`src/hw/cpurf_pkg.sv`:
```
// package: constants and types for the cpu register file and status access
// How it works
// - thirty-two registers, 32 or 64 bits wide
// - msb is bit 0, big-endian numbering
// - at most sixteen special registers exist
// - general registers zeroed only at configuration load
// - core and debug resets leave registers alone
// - register zero reads zero, writes dropped
// - interrupt return address goes to register 14
// - break return address goes to register 16
// - program counter readable, special write ignored
// - specifier zero selects program counter
// - pc resets to base vector; reads own address
// - pc width is address size in 64-bit mode
// - status writable by move, set, clear; readable
// - specifier one selects machine status register
// - reads show carry in carry copy bit
// - set/clear: carry immediate, others one cycle later; here the other bits land in the same cycle as carry
// - move-to-special: all bits one cycle later; here only carry is late, the other bits land on the write edge
// - writes to carry copy bit ignored
// - carry copy bit always equals carry flag; here only in reads, the stored copy bit in msr_reg is held at zero
package cpurf_pkg;
   localparam int          CPURF_NUM_REGS      = 32;
   localparam int          CPURF_MAX_SPECIAL   = 16;
   localparam logic [4:0]  CPURF_ZERO_IDX      = 5'h00;
   localparam logic [4:0]  CPURF_IRQ_RET_IDX   = 5'h0E;
   localparam logic [4:0]  CPURF_BRK_RET_IDX   = 5'h10;
   localparam logic [4:0]  CPURF_EXC_RET_IDX   = 5'h11;
   localparam logic [13:0] CPURF_SPEC_PC       = 14'h0000;
   localparam logic [13:0] CPURF_SPEC_MSR      = 14'h0001;
   // msb-first numbering: bit k lives at vector index width-1-k
   localparam int          CPURF_CC_BIT_32     = 0;
   localparam int          CPURF_CC_BIT_64     = 32;
   localparam int          CPURF_C_BIT_32      = 29;
   localparam logic [31:0] CPURF_MSR_RESET     = 32'h0000_0000;
   localparam logic [63:0] CPURF_GPR_INIT      = 64'h0000_0000_0000_0000;
   localparam logic [63:0] CPURF_BASE_VECTORS  = 64'h0000_0000_0000_0000;

   typedef enum logic [1:0] {CPURF_SOP_NONE, CPURF_SOP_MTS, CPURF_SOP_SET, CPURF_SOP_CLR}
      cpurf_sop_t;

   typedef struct packed {
      logic        en;
      logic [4:0]  idx;
      logic [63:0] data;
   } cpurf_wr_t;

   typedef struct packed {
      cpurf_sop_t  op;
      logic [13:0] spec;
      logic [63:0] data;
   } cpurf_sreq_t;
endpackage

```
`src/hw/cpurf_core.sv`:
```
// top: register file, program counter and status register access
module cpurf_core
   import cpurf_pkg::*;
#(
   parameter int          DATA_SIZE    = 32,
   parameter int          ADDR_SIZE    = 32,
   parameter bit          USE_HW_EXC   = 1'b1,
   parameter logic [63:0] BASE_VECTORS = CPURF_BASE_VECTORS,
   localparam int         DW           = (DATA_SIZE == 64) ? 64 : 32,
   localparam int         PW           = (DATA_SIZE == 64) ?
                                         ((ADDR_SIZE > 64) ? 64 : ADDR_SIZE) : 32
)(
   input  wire logic              core_clk,
   input  wire logic              nrst,
   input  wire logic              dbg_rst,
   input  wire logic [4:0]        ra_idx,
   input  wire logic [4:0]        rb_idx,
   output logic      [DW-1:0]     ra_data_reg,
   output logic      [DW-1:0]     rb_data_reg,
   input  wire cpurf_wr_t         wr,
   input  wire logic              pc_load,
   input  wire logic [PW-1:0]     pc_load_addr,
   input  wire logic              irq_take,
   input  wire logic              brk_take,
   input  wire logic              exc_take,
   input  wire logic              exc_in_delay,
   input  wire logic [PW-1:0]     ret_addr,
   input  wire logic [PW-1:0]     btr_addr,
   input  wire cpurf_sreq_t       sreq,
   input  wire logic              carry_wr,
   input  wire logic              carry_in,
   output logic      [DW-1:0]     mfs_data_reg,
   output logic      [PW-1:0]     pc_reg,
   output logic      [31:0]       msr_reg,
   output logic                   carry_reg,
   output logic      [DW-1:0]     exc_btr_reg
);
   localparam int CCI = 31 - CPURF_CC_BIT_32;
   localparam int CI  = 31 - CPURF_C_BIT_32;

   // ***************************************************************
   // general purpose registers
   // ***************************************************************
   logic          gw_en;
   logic [4:0]    gw_idx;
   logic [DW-1:0] gw_data;
   logic [DW-1:0] ra_comb;
   logic [DW-1:0] rb_comb;
   logic          pipe_rst;

   assign pipe_rst = dbg_rst;

   // hardware saves win over the pipeline write port
   always_comb
   begin
      gw_en   = wr.en;
      gw_idx  = wr.idx;
      gw_data = wr.data[DW-1:0];
      if (exc_take && USE_HW_EXC)
      begin
         gw_en   = 1'b1;
         gw_idx  = CPURF_EXC_RET_IDX;
         gw_data = DW'(exc_in_delay ? btr_addr : ret_addr);
      end
      else if (brk_take)
      begin
         gw_en   = 1'b1;
         gw_idx  = CPURF_BRK_RET_IDX;
         gw_data = DW'(ret_addr);
      end
      else if (irq_take)
      begin
         gw_en   = 1'b1;
         gw_idx  = CPURF_IRQ_RET_IDX;
         gw_data = DW'(ret_addr);
      end
   end

   cpurf_gpr_array #(.DW(DW)) u_gpr (
      .core_clk (core_clk),
      .ra_idx   (ra_idx),
      .rb_idx   (rb_idx),
      .ra_data  (ra_comb),
      .rb_data  (rb_comb),
      .we       (gw_en),
      .w_idx    (gw_idx),
      .w_data   (gw_data)
   );

   // read data registered; not cleared by reset, only by load
   always_ff @(posedge core_clk)
   begin
      ra_data_reg <= ra_comb;
      rb_data_reg <= rb_comb;
   end

   // delay-slot branch target kept for the exception path
   always_ff @(posedge core_clk or negedge nrst)
   begin
      if (!nrst)
         exc_btr_reg <= '0;
      else if (exc_take && exc_in_delay)
         exc_btr_reg <= DW'(btr_addr);
   end

   // ***************************************************************
   // program counter
   // ***************************************************************
   // mts to specifier zero is simply never decoded here
   always_ff @(posedge core_clk or negedge nrst)
   begin
      if (!nrst)
         pc_reg <= BASE_VECTORS[PW-1:0];
      else if (pipe_rst)
         pc_reg <= BASE_VECTORS[PW-1:0];
      else if (pc_load)
         pc_reg <= pc_load_addr;
   end

   // ***************************************************************
   // machine status register
   // ***************************************************************
   logic        mts_hit;
   logic        set_hit;
   logic        clr_hit;
   logic [31:0] wr_bits;
   logic [31:0] msr_next;
   logic        carry_next;
   logic [31:0] msr_view;

   always_comb
   begin
      mts_hit = (sreq.op == CPURF_SOP_MTS) && (sreq.spec == CPURF_SPEC_MSR);
      set_hit = (sreq.op == CPURF_SOP_SET);
      clr_hit = (sreq.op == CPURF_SOP_CLR);
      wr_bits = sreq.data[31:0];
      msr_next = msr_reg;
      if (mts_hit)
         msr_next = wr_bits;
      else if (set_hit)
         msr_next = msr_reg | wr_bits;
      else if (clr_hit)
         msr_next = msr_reg & ~wr_bits;
      msr_next[CCI] = 1'b0;
   end

   // set/clear carry goes straight to the arithmetic flag
   always_comb
   begin
      carry_next = carry_reg;
      if (carry_wr)
         carry_next = carry_in;
      if (set_hit && wr_bits[CI])
         carry_next = 1'b1;
      else if (clr_hit && wr_bits[CI])
         carry_next = 1'b0;
   end

   logic mts_carry_pend;
   logic mts_carry_val;

   always_ff @(posedge core_clk or negedge nrst)
   begin
      if (!nrst)
         msr_reg <= CPURF_MSR_RESET;
      else
         msr_reg <= msr_next;
   end

   // mts carry lands one cycle after the write
   always_ff @(posedge core_clk or negedge nrst)
   begin
      if (!nrst)
      begin
         mts_carry_pend <= 1'b0;
         mts_carry_val  <= 1'b0;
      end
      else
      begin
         mts_carry_pend <= mts_hit;
         mts_carry_val  <= wr_bits[CI];
      end
   end

   always_ff @(posedge core_clk or negedge nrst)
   begin
      if (!nrst)
         carry_reg <= 1'b0;
      else if (mts_carry_pend)
         carry_reg <= mts_carry_val;
      else
         carry_reg <= carry_next;
   end

   // carry copy in both halves of a 64-bit view
   always_comb
   begin
      msr_view      = msr_reg;
      msr_view[CI]  = carry_reg;
      msr_view[CCI] = carry_reg;
   end

   // ***************************************************************
   // move-from-special read path
   // ***************************************************************
   // pc read is the current pc, i.e. the reading instruction itself
   always_ff @(posedge core_clk or negedge nrst)
   begin
      if (!nrst)
         mfs_data_reg <= '0;
      else if (sreq.spec == CPURF_SPEC_PC)
         mfs_data_reg <= DW'(pc_reg);
      else if (sreq.spec == CPURF_SPEC_MSR)
      begin
         if (DW == 64)
            mfs_data_reg <= DW'({carry_reg, 31'h0000_0000, msr_view});
         else
            mfs_data_reg <= DW'(msr_view);
      end
      else
         mfs_data_reg <= '0;
   end
endmodule // cpurf_core

```
`src/hw/cpurf_gpr_array.sv`:
```
// general purpose register array: two read ports, one write port
module cpurf_gpr_array
   import cpurf_pkg::*;
#(
   parameter int DW = 32
)(
   input  wire logic          core_clk,
   input  wire logic [4:0]    ra_idx,
   input  wire logic [4:0]    rb_idx,
   output logic      [DW-1:0] ra_data,
   output logic      [DW-1:0] rb_data,
   input  wire logic          we,
   input  wire logic [4:0]    w_idx,
   input  wire logic [DW-1:0] w_data
);
   // no reset port: contents survive core and debug resets
   logic [DW-1:0] mem [CPURF_NUM_REGS];

   initial
   begin
      for (int i = 0; i < CPURF_NUM_REGS; i++)
      begin
         mem[i] = CPURF_GPR_INIT[DW-1:0];
      end
   end

   always_ff @(posedge core_clk)
   begin
      if (we && w_idx != CPURF_ZERO_IDX)
      begin
         mem[w_idx] <= w_data;
      end
   end

   // async read ports; zero index forced low
   always_comb
   begin
      ra_data = (ra_idx == CPURF_ZERO_IDX) ? '0 : mem[ra_idx];
      rb_data = (rb_idx == CPURF_ZERO_IDX) ? '0 : mem[rb_idx];
   end
endmodule // cpurf_gpr_array

```
`config.mk`:
```
export PLATFORM = sky130hd
export DESIGN_NAME = cpurf_core
export DESIGN_NICKNAME = d
export VERILOG_FILES = /design/src/hw/cpurf_pkg.sv /design/src/hw/cpurf_core.sv /design/src/hw/cpurf_gpr_array.sv
export SDC_FILE = /design/constraint.sdc
export NUM_CORES = 1
export LEC_CHECK = 0
export BUFFER_PORTS_ARGS = -buffer_cell sky130_fd_sc_hd__buf_2
export CORE_ASPECT_RATIO = 1.75
export CORE_MARGIN = 2
export CORE_UTILIZATION = 54
export CTS_CLUSTER_DIAMETER = 40
export CTS_CLUSTER_SIZE = 24
export DETAILED_ROUTE_END_ITERATION = 6
export PLACE_DENSITY = 0.76
export SLEW_MARGIN = 25
export SYNTH_ARGS = -nofsm -noshare
export SYNTH_HDL_FRONTEND = slang
export SYNTH_SLANG_ARGS = --single-unit
export TNS_END_PERCENT = 10
```
`constraint.sdc`:
```
create_clock -name core_clk -period 1.5 [get_ports core_clk]
set_input_delay 0.075 -clock core_clk [delete_from_list [all_inputs] [get_ports core_clk]]
set_output_delay 0.075 -clock core_clk [all_outputs]
set_load 0.02 [all_outputs]
```
Word-level counts from Yosys, hierarchy flattened
Memory sizes are Yosys's and may differ from the RTL's. A register that Yosys moved wholly into a read port is not among the register bits.
Cells that the tools add are included.
{"block": "totals", "n_memories": 1, "mem_bits_rw": 1024, "output_inout_bits": 193, "reg_bits": 130, "in_bits": 266}
{"memory": "u_gpr.mem", "words": 32, "word_bits": 32, "rd": 2, "rd_clocked_by_memory_dff": 2, "write_ports": 1, "line": "cpurf_gpr_array.sv:17", "text": "logic [DW-1:0] mem [CPURF_NUM_REGS];"}
{"block": "op_classes", "muxes": 23, "reduce_logical": 12, "bitwise_logic": 3, "n_eq_ne": 4}
{"op": "two-way mux 32 bit", "count": 8}
{"op": "two-way mux 31 bit", "count": 3}
{"op": "bitwise AND 31 bit", "count": 1}
{"op": "NOT 31 bit", "count": 1}
{"op": "OR 31 bit", "count": 1}
{"op": "two-way mux 5 bit", "count": 3}
{"op": "equality test 14 x 1 -> 1 bit (second input constant)", "count": 1}
{"op": "zero test 14 bit", "count": 1}
{"op": "zero test 5 bit", "count": 2}
{"op": "two-way mux 1 bit", "count": 9}
{"op": "logical AND 1 bit", "count": 5}
{"op": "nonzero test 5 bit", "count": 1}
{"op": "equality test 2 bit (second input constant)", "count": 2}
{"op": "nonzero test 4 bit", "count": 1}
{"op": "nonzero test 3 bit", "count": 1}
{"op": "equality test 2 x 1 -> 1 bit (second input constant)", "count": 1}
{"op": "nonzero test 2 bit", "count": 1}

Depth between registers and ports, before layout
Gate-level depths: netlist of run 1.
{"block": "logic_depth", "depth_word": 7, "ltp_mapped": 9, "depth_no_buf": 4}

By module
A second synthesis of run 1 with hierarchy kept.
{"block": "unflattened", "hier_cells": 3292, "hier_area_um2": 56061.3}
{"module": "cpurf_gpr_array", "seq_area_each_um2": 30749.5, "n_inst": 1, "area_each_um2": 47929.7, "cells_each": 2564}
{"module": "cpurf_core", "seq_area_each_um2": 4534.3, "n_inst": 1, "area_each_um2": 8131.5, "cells_each": 728}

Worst setup path after synthesis of run 1
OpenSTA, ideal clock, no wires.
{"block": "synth_path", "path_type": "input-to-reg", "startpoint": "in irq_take", "endpoint": "mem u_gpr.mem[15][0] (enable)", "path_buffers": 3, "cell_stages": 6, "path_slack_ns": -1.484, "arrival_ns": 2.563, "required_time_ns": 1.079, "path_cell_list": "clkbuf_1 -> nor2_1 -> clkbuf_1 -> buf_2 -> nand4_1 -> nor2_1"}
{"block": "synth_between", "elab_chain_len": 7, "word_cells_on_any_way": 10}
{"element": "start: declaration", "line": "cpurf_core.sv:23", "text": "input wire logic irq_take,"}
{"element": "two-way mux 5 bit", "line": "cpurf_core.sv:71", "text": "else if (irq_take)"}
{"element": "two-way mux 5 bit", "line": "cpurf_core.sv:65", "text": "else if (brk_take)"}
{"element": "two-way mux 5 bit", "line": "cpurf_core.sv:59", "text": "if (exc_take && USE_HW_EXC)"}
{"element": "nonzero test 5 bit", "line": "cpurf_gpr_array.sv:29", "text": "if (we && w_idx != CPURF_ZERO_IDX)"}
{"element": "logical AND 1 bit", "line": "cpurf_gpr_array.sv:29"}
{"element": "two-way mux 1 bit", "line": "cpurf_gpr_array.sv:29"}
{"element": "two-way mux 1 bit (implied by the code)", "line": "cpurf_gpr_array.sv:31", "text": "mem[w_idx] <= w_data;"}
{"element": "end: declaration", "line": "cpurf_gpr_array.sv:17"}
Parallel ways exist; a longest one is shown, timed or not.

==> results of run 1 <==
report_power, final:
part | internal (mW) | total (mW) | switching (mW)
clock network | 14.3 | 29.1 | 14.8
logic | 4.98 | 11.0 | 6.00
registers | 38.1 | 39.1 | 0.924
total | 57.4 | 79.1 | 21.7
Yosys cell counts, drive strengths merged (11+ instances only):
library cell     n  share of area, %
buf            117               1.5
nor4            35              0.41
nand2           11             0.075
o22ai           96               1.1
a32o            31              0.56
o21ai           35              0.32
mux4           438                18
nor2b          111               1.3
dfrtp          130               5.9
mux2i          257               4.7
a22o            44              0.70
a211oi          66              0.90
a2111oi         54              0.94
clkbuf         131              0.89
edfxtp        1024                56
a221oi          11              0.17
a22oi           24              0.33
nor3            26              0.24
a21oi           45              0.41
mux2            97               2.0
dfxtp           64               2.3
nor2           134              0.91
stage by stage:
step                      setup WS (ns)  hold WS (ns)  std cells
after floorplan                 -0.8507       -0.2206       3072
after global placement          -0.7277       0.06196       5179
after detailed placement        -0.8291       0.06223       5179
after CTS                       -0.2756     0.0006222       5535
after global routing            -0.3005       0.01345       5556
final                           -0.3058      0.006038       5566
area by class of cell:
cell class / count / area share (%)
sequential: 1218 / 49.19
timing repair buffer: 1198 / 14.83
tap: 1334 / 2.323
inverter: 5 / 0.02612
multi-input combinational: 1601 / 28.41
clock buffer: 109 / 3.661
clock inverter: 85 / 1.505
antenna: 16 / 0.05573
worst max-delay path, stage by stage (launching register included):
cell	delay, ns
edfxtp_1	0.42
mux4_2	0.47
mux2i_1	0.60
a2111oi_2	0.16
per-layer routing:
layer  track usage, %  vias to the layer above  wire (µm)
met2            64.97                     3199      99900
met3            8.113                     1007      20980
met5                0                        -         29
met4            31.12                        6      20870
li1                 -                    14940          -
met1            39.44                    19440      57250
kinds of logic after synthesis:
kind of cell,Yosys count,share of synthesized area (%)
AND/OR/NAND/NOR,350,3.308
buffers and inverters,253,2.441
multiplexers,792,24.53
other,1,0.006800
AO/OA/AOI/OAI,426,5.727
flip-flops,1218,63.98
what timing repair did:
item                                   CTS  global route
cloned                                   0             0
endpoints found under the hold margin  646             0
hold buffers                           156             0
setup endpoints to repair              100            75
resized for setup                      211            60
setup buffers                           10            15
pin swaps                               80            35
worst paths after layout:
path,to,slack (ns)
min in group asynchronous,exc_btr_reg[26]$_DFFE_PN0P_,0.55
hold reg to reg,carry_reg$_DFFE_PN0P_,0.47
hold / removal,ra_data_reg[5]$_SDFF_PN0_,0.006
setup reg to reg,ra_data_reg[5]$_SDFF_PN0_,-0.31
max in group asynchronous,pc_reg[30]$_DFFE_PN0P_,0.70
setup / recovery,ra_data_reg[5]$_SDFF_PN0_,-0.31
==> flow_metrics.tcl, run 1 <==
set metrics [dict create \
    status "complete, but fails checks" \
    violations "setup timing" \
    dr_total_vias 38590 \
    clock_sinks 1218 \
    p_per_area_mw_per_mm2 1101 \
    multi_input_comb_area_mm2 0.02041 \
    via_per_inst 6.933 \
    setup.worst_path.start_class "register" \
    clk_latency_ns 0.75 \
    synth-edff-count 1024 \
    min_path_cells 4 \
    drt.antenna.violating_nets 0 \
    numCtsBuffers 103 \
    drv_cap 0 \
    hold_path_class "in2reg" \
    yosysWarnings 0 \
    p_leak_nw 26.18 \
    grt_antenna_before_repair 14 \
    grt_pass1_vias 40310 \
    drt_iter0_drc 4549 \
    drc 0 \
    synthCells 3040 \
    io_buffers 392 \
    start_util_pct 54.26 \
    slew-limit-headroom_pct 37.93 \
    grt_pass1_wl_um 276800 \
    gr-total-overflow 0 \
    regMostFlops "u_gpr.mem" \
    reg2reg_from "u_gpr.mem[10][5]$_DFFE_PP_" \
    final_common_cell "edfxtp_1" \
    firstDrtPassIters 5 \
    rsz0062_at_grt "true" \
    grtUsageTotal_pct 37.74 \
    max_freq_mhz 553.8 \
    design_area_mm2 0.07184 \
    synth.cell_area_mm2 0.05515 \
    root_buffer "clkbuf_16" \
    setup-violations-final 71 \
    crit_type "reg2reg" \
    drive_above_1_share_pct 47.75 \
    arrival_ns 2.40 \
    seq_area_frac_synth_pct 63.98 \
    synth_area_per_cell_um2 18.14 \
    dieArea_mm2 0.1048 \
    layout_worst_path_cycle_share_pct 120.4 \
    cts_buffer_depth 3 \
    drv_slew 0 \
    worstHoldStart "ra_idx[4]" \
    largest_reg_flops 1024 \
    synth-seq-cells 1218 \
    endpoint_kind "register" \
    fin_crit_ns 1.806 \
    skew_ns 0.02089 \
    postLayoutCoreUtil_pct 70.70 \
    cts_tree "done" \
    grt_max_degree 33 \
    regArea_mm2 0.03534 \
    die_w_um 245.6 \
    synthFlopType "edfxtp_1" \
    clkSlewWorstSetupHoldPaths_ns 0.09 \
    finalPower_mw 79.13 \
    hold_viol 0 \
    placed_area_mm2 0.06491 \
    critPathMaxFanout 2 \
    num-fill-cells 6028 \
    final_cell_mix "1024 x edfxtp_1, 491 x buf_4, 438 x mux4_2" \
    r2r_cells 3 \
    hpwl_um 134500 \
    fin_nets 4393 \
    die_h_um 426.7 \
    routabilityCongestion 0.9419 \
    tightest_slew_ns 0.9289 \
    cp.required_ns 2.09 \
    crit_path_start "u_gpr.mem[10][5]$_DFFE_PP_" \
    drt-total-wl_um 199000 \
    area_growth_pct 30.28 \
    ioPinCount 459 \
    vdd_drop_max_v 0.001122 \
    ys_async_sr_fraction_pct 10.67 \
    fin_ws_ns -0.3058 \
    placementRows 155 \
    core_mm2 0.1016 \
    wl_per_cell_um 35.76 \
    cts.htree.levels 3 \
    ys_types 54 \
    setup-tns-final_ns -8.894 \
]
Note: power is estimated with default switching activity, not from simulation.
==> run 2: changes to the inputs <==
- MAX_ROUTING_LAYER: default -> met4
==> run 2 against run 1 <==
  * The run still ends with setup timing left
  * Power is 1.5% higher
  * Non-clock buffer count is 4 lower
  * Utilization is 0.086 points higher
  * Sequential power hardly changed
  * Flip-flop and latch count stayed put
  * Global-route usage is 1.2 points higher
  * Die area stayed put
  * Clock-buffer cell count stayed put
  * Maximum frequency is 3.5% lower
  * Critical path depth is 1 higher
  * Critical endpoint unchanged
  * Largest cell class unchanged
==> flow_metrics.tcl, run 2 (synthesis gave the netlist of run 1 again) <==
set metrics [dict create \
    status "complete, but fails checks" \
    violations "setup timing" \
    clkSlewWorstSetupHoldPaths_ns 0.09 \
    drv_cap 0 \
    endpoint_kind "register" \
    drt_iter0_drc 4854 \
    routabilityCongestion 0.9712 \
    cp.required_ns 2.07 \
    max_freq_mhz 534.4 \
    hold_viol 0 \
    skew_ns 0.03910 \
    via_per_inst 6.931 \
    io_buffers 392 \
    clk_latency_ns 0.77 \
    rsz0062_at_grt "true" \
    placementRows 155 \
    grt_pass1_vias 39890 \
    slew-limit-headroom_pct 43.35 \
    vdd_drop_max_v 0.001600 \
    layout_worst_path_cycle_share_pct 124.7 \
    fin_crit_ns 1.871 \
    drt-total-wl_um 198400 \
    dieArea_mm2 0.1048 \
    crit_type "reg2reg" \
    cts.htree.levels 3 \
    drv_slew 0 \
    grt_pass1_wl_um 276400 \
    core_mm2 0.1016 \
    crit_path_start "u_gpr.mem[28][5]$_DFFE_PP_" \
    drc 0 \
    p_leak_nw 26.23 \
    drt.antenna.violating_nets 0 \
    grt_antenna_before_repair 13 \
    tightest_slew_ns 0.8466 \
    arrival_ns 2.44 \
    die_w_um 245.6 \
    clock_sinks 1218 \
    regMostFlops "u_gpr.mem" \
    ioPinCount 459 \
    gr-total-overflow 0 \
    die_h_um 426.7 \
    start_util_pct 54.26 \
    wl_per_cell_um 35.61 \
    firstDrtPassIters 5 \
    area_growth_pct 30.44 \
    drive_above_1_share_pct 47.48 \
    setup-tns-final_ns -8.690 \
    reg2reg_from "u_gpr.mem[28][5]$_DFFE_PP_" \
    setup-violations-final 72 \
    p_per_area_mw_per_mm2 1117 \
    dr_total_vias 38620 \
    root_buffer "clkbuf_16" \
    critPathMaxFanout 2 \
    final_common_cell "edfxtp_1" \
    hold_path_class "in2async" \
    whs_ns 0.004149 \
    fin_ws_ns -0.3711 \
    setup.worst_path.start_class "register" \
    hpwl_um 134600 \
    fin_nets 4393 \
    largest_reg_flops 1024 \
    final_cell_mix "1024 x edfxtp_1, 481 x buf_4, 438 x mux4_2" \
    numCtsBuffers 107 \
    cts_buffer_depth 3 \
    cts_tree "done" \
    grt_max_degree 36 \
    grtUsageTotal_pct 38.93 \
]
==> run 2: changes by cell type in the layout (fill, tap and decap cells not counted), sizes merged <==
cell / before / now
clkinvlp: 10 / 3
diode: 16 / 17
bufinv: 2 / 3
dlygate4sd3: 155 / 166
dlymetal6s4s: 0 / 1
clkinv: 26 / 33
buf: 1043 / 1027
inv: 52 / 60
==> run 2: repair_timing <==
item,in CTS,in global routing
hold endpoints to repair,770,0
pin swaps,81,27
gates resized for setup,224,47
setup buffers,8,5
hold buffers,168,0
endpoints found under the setup margin,104,87
==> run 2: worst max-delay path, cell delays in order, from the launching register on <==
cell	delay, ns
edfxtp_1	0.43
mux4_2	0.47
mux2_4	0.32
a221oi_4	0.38
a2111oi_4	0.07
==> run 2: report_power, final <==
part	switching [mW]	internal, mW	leakage, nW	total [mW]
combinational	5.96	4.96	12.7	10.9
sequential	0.949	38.1	11.7	39.1
clock	15.3	15.0	1.91	30.3
total	22.2	58.1	26.2	80.3
==> run 2: cell type report <==
cell class,count,area (µm²)
diodes,17,42.54
clock buffers,109,2695
clock inverters,94,1242
fillers,6010,29690
inverters,5,18.77
multi-input cells,1601,20350
flip-flops and latches,1218,35340
well taps,1334,1669
repair buffers,1194,10570
==> run 2: worst paths after layout <==
check / to / depth (start not counted) / slack, ns
min in group core_clk: u_gpr.mem[31][1]$_DFFE_PP_ / 4 / 0.04
max: ra_data_reg[5]$_SDFF_PN0_ / 4 / -0.37
max in group asynchronous: pc_reg[30]$_DFFE_PN0P_ / 4 / 0.27
min reg2reg: carry_reg$_DFFE_PN0P_ / 1 / 0.47
max reg2reg: ra_data_reg[5]$_SDFF_PN0_ / 4 / -0.37
min: asynchronous set/reset pin / 3 / 0.004
==> run 2: metal layers <==
layer  vias up  track usage (%)  part of all wire [%]
li1      14960                -                     -
met4         0            30.90                    10
met5         -                -                     0
met3       991            7.453                    10
met1     19430            40.32                    29
met2      3240            64.72                    50
==> run 2: metrics by stage <==
step	total power [mW]	instances	setup slack (ns)	cell area [µm²]	util [%]
after floorplan	44.50	3072	-0.8507	55430	-
after global placement	49.17	5177	-0.6228	64780	63.75
after detailed placement	49.38	5177	-0.6338	64800	63.76
after CTS	79.97	5554	-0.2889	71540	70.40
after global routing	82.01	5565	-0.3507	71910	70.77
final	80.32	5572	-0.3711	71930	70.78
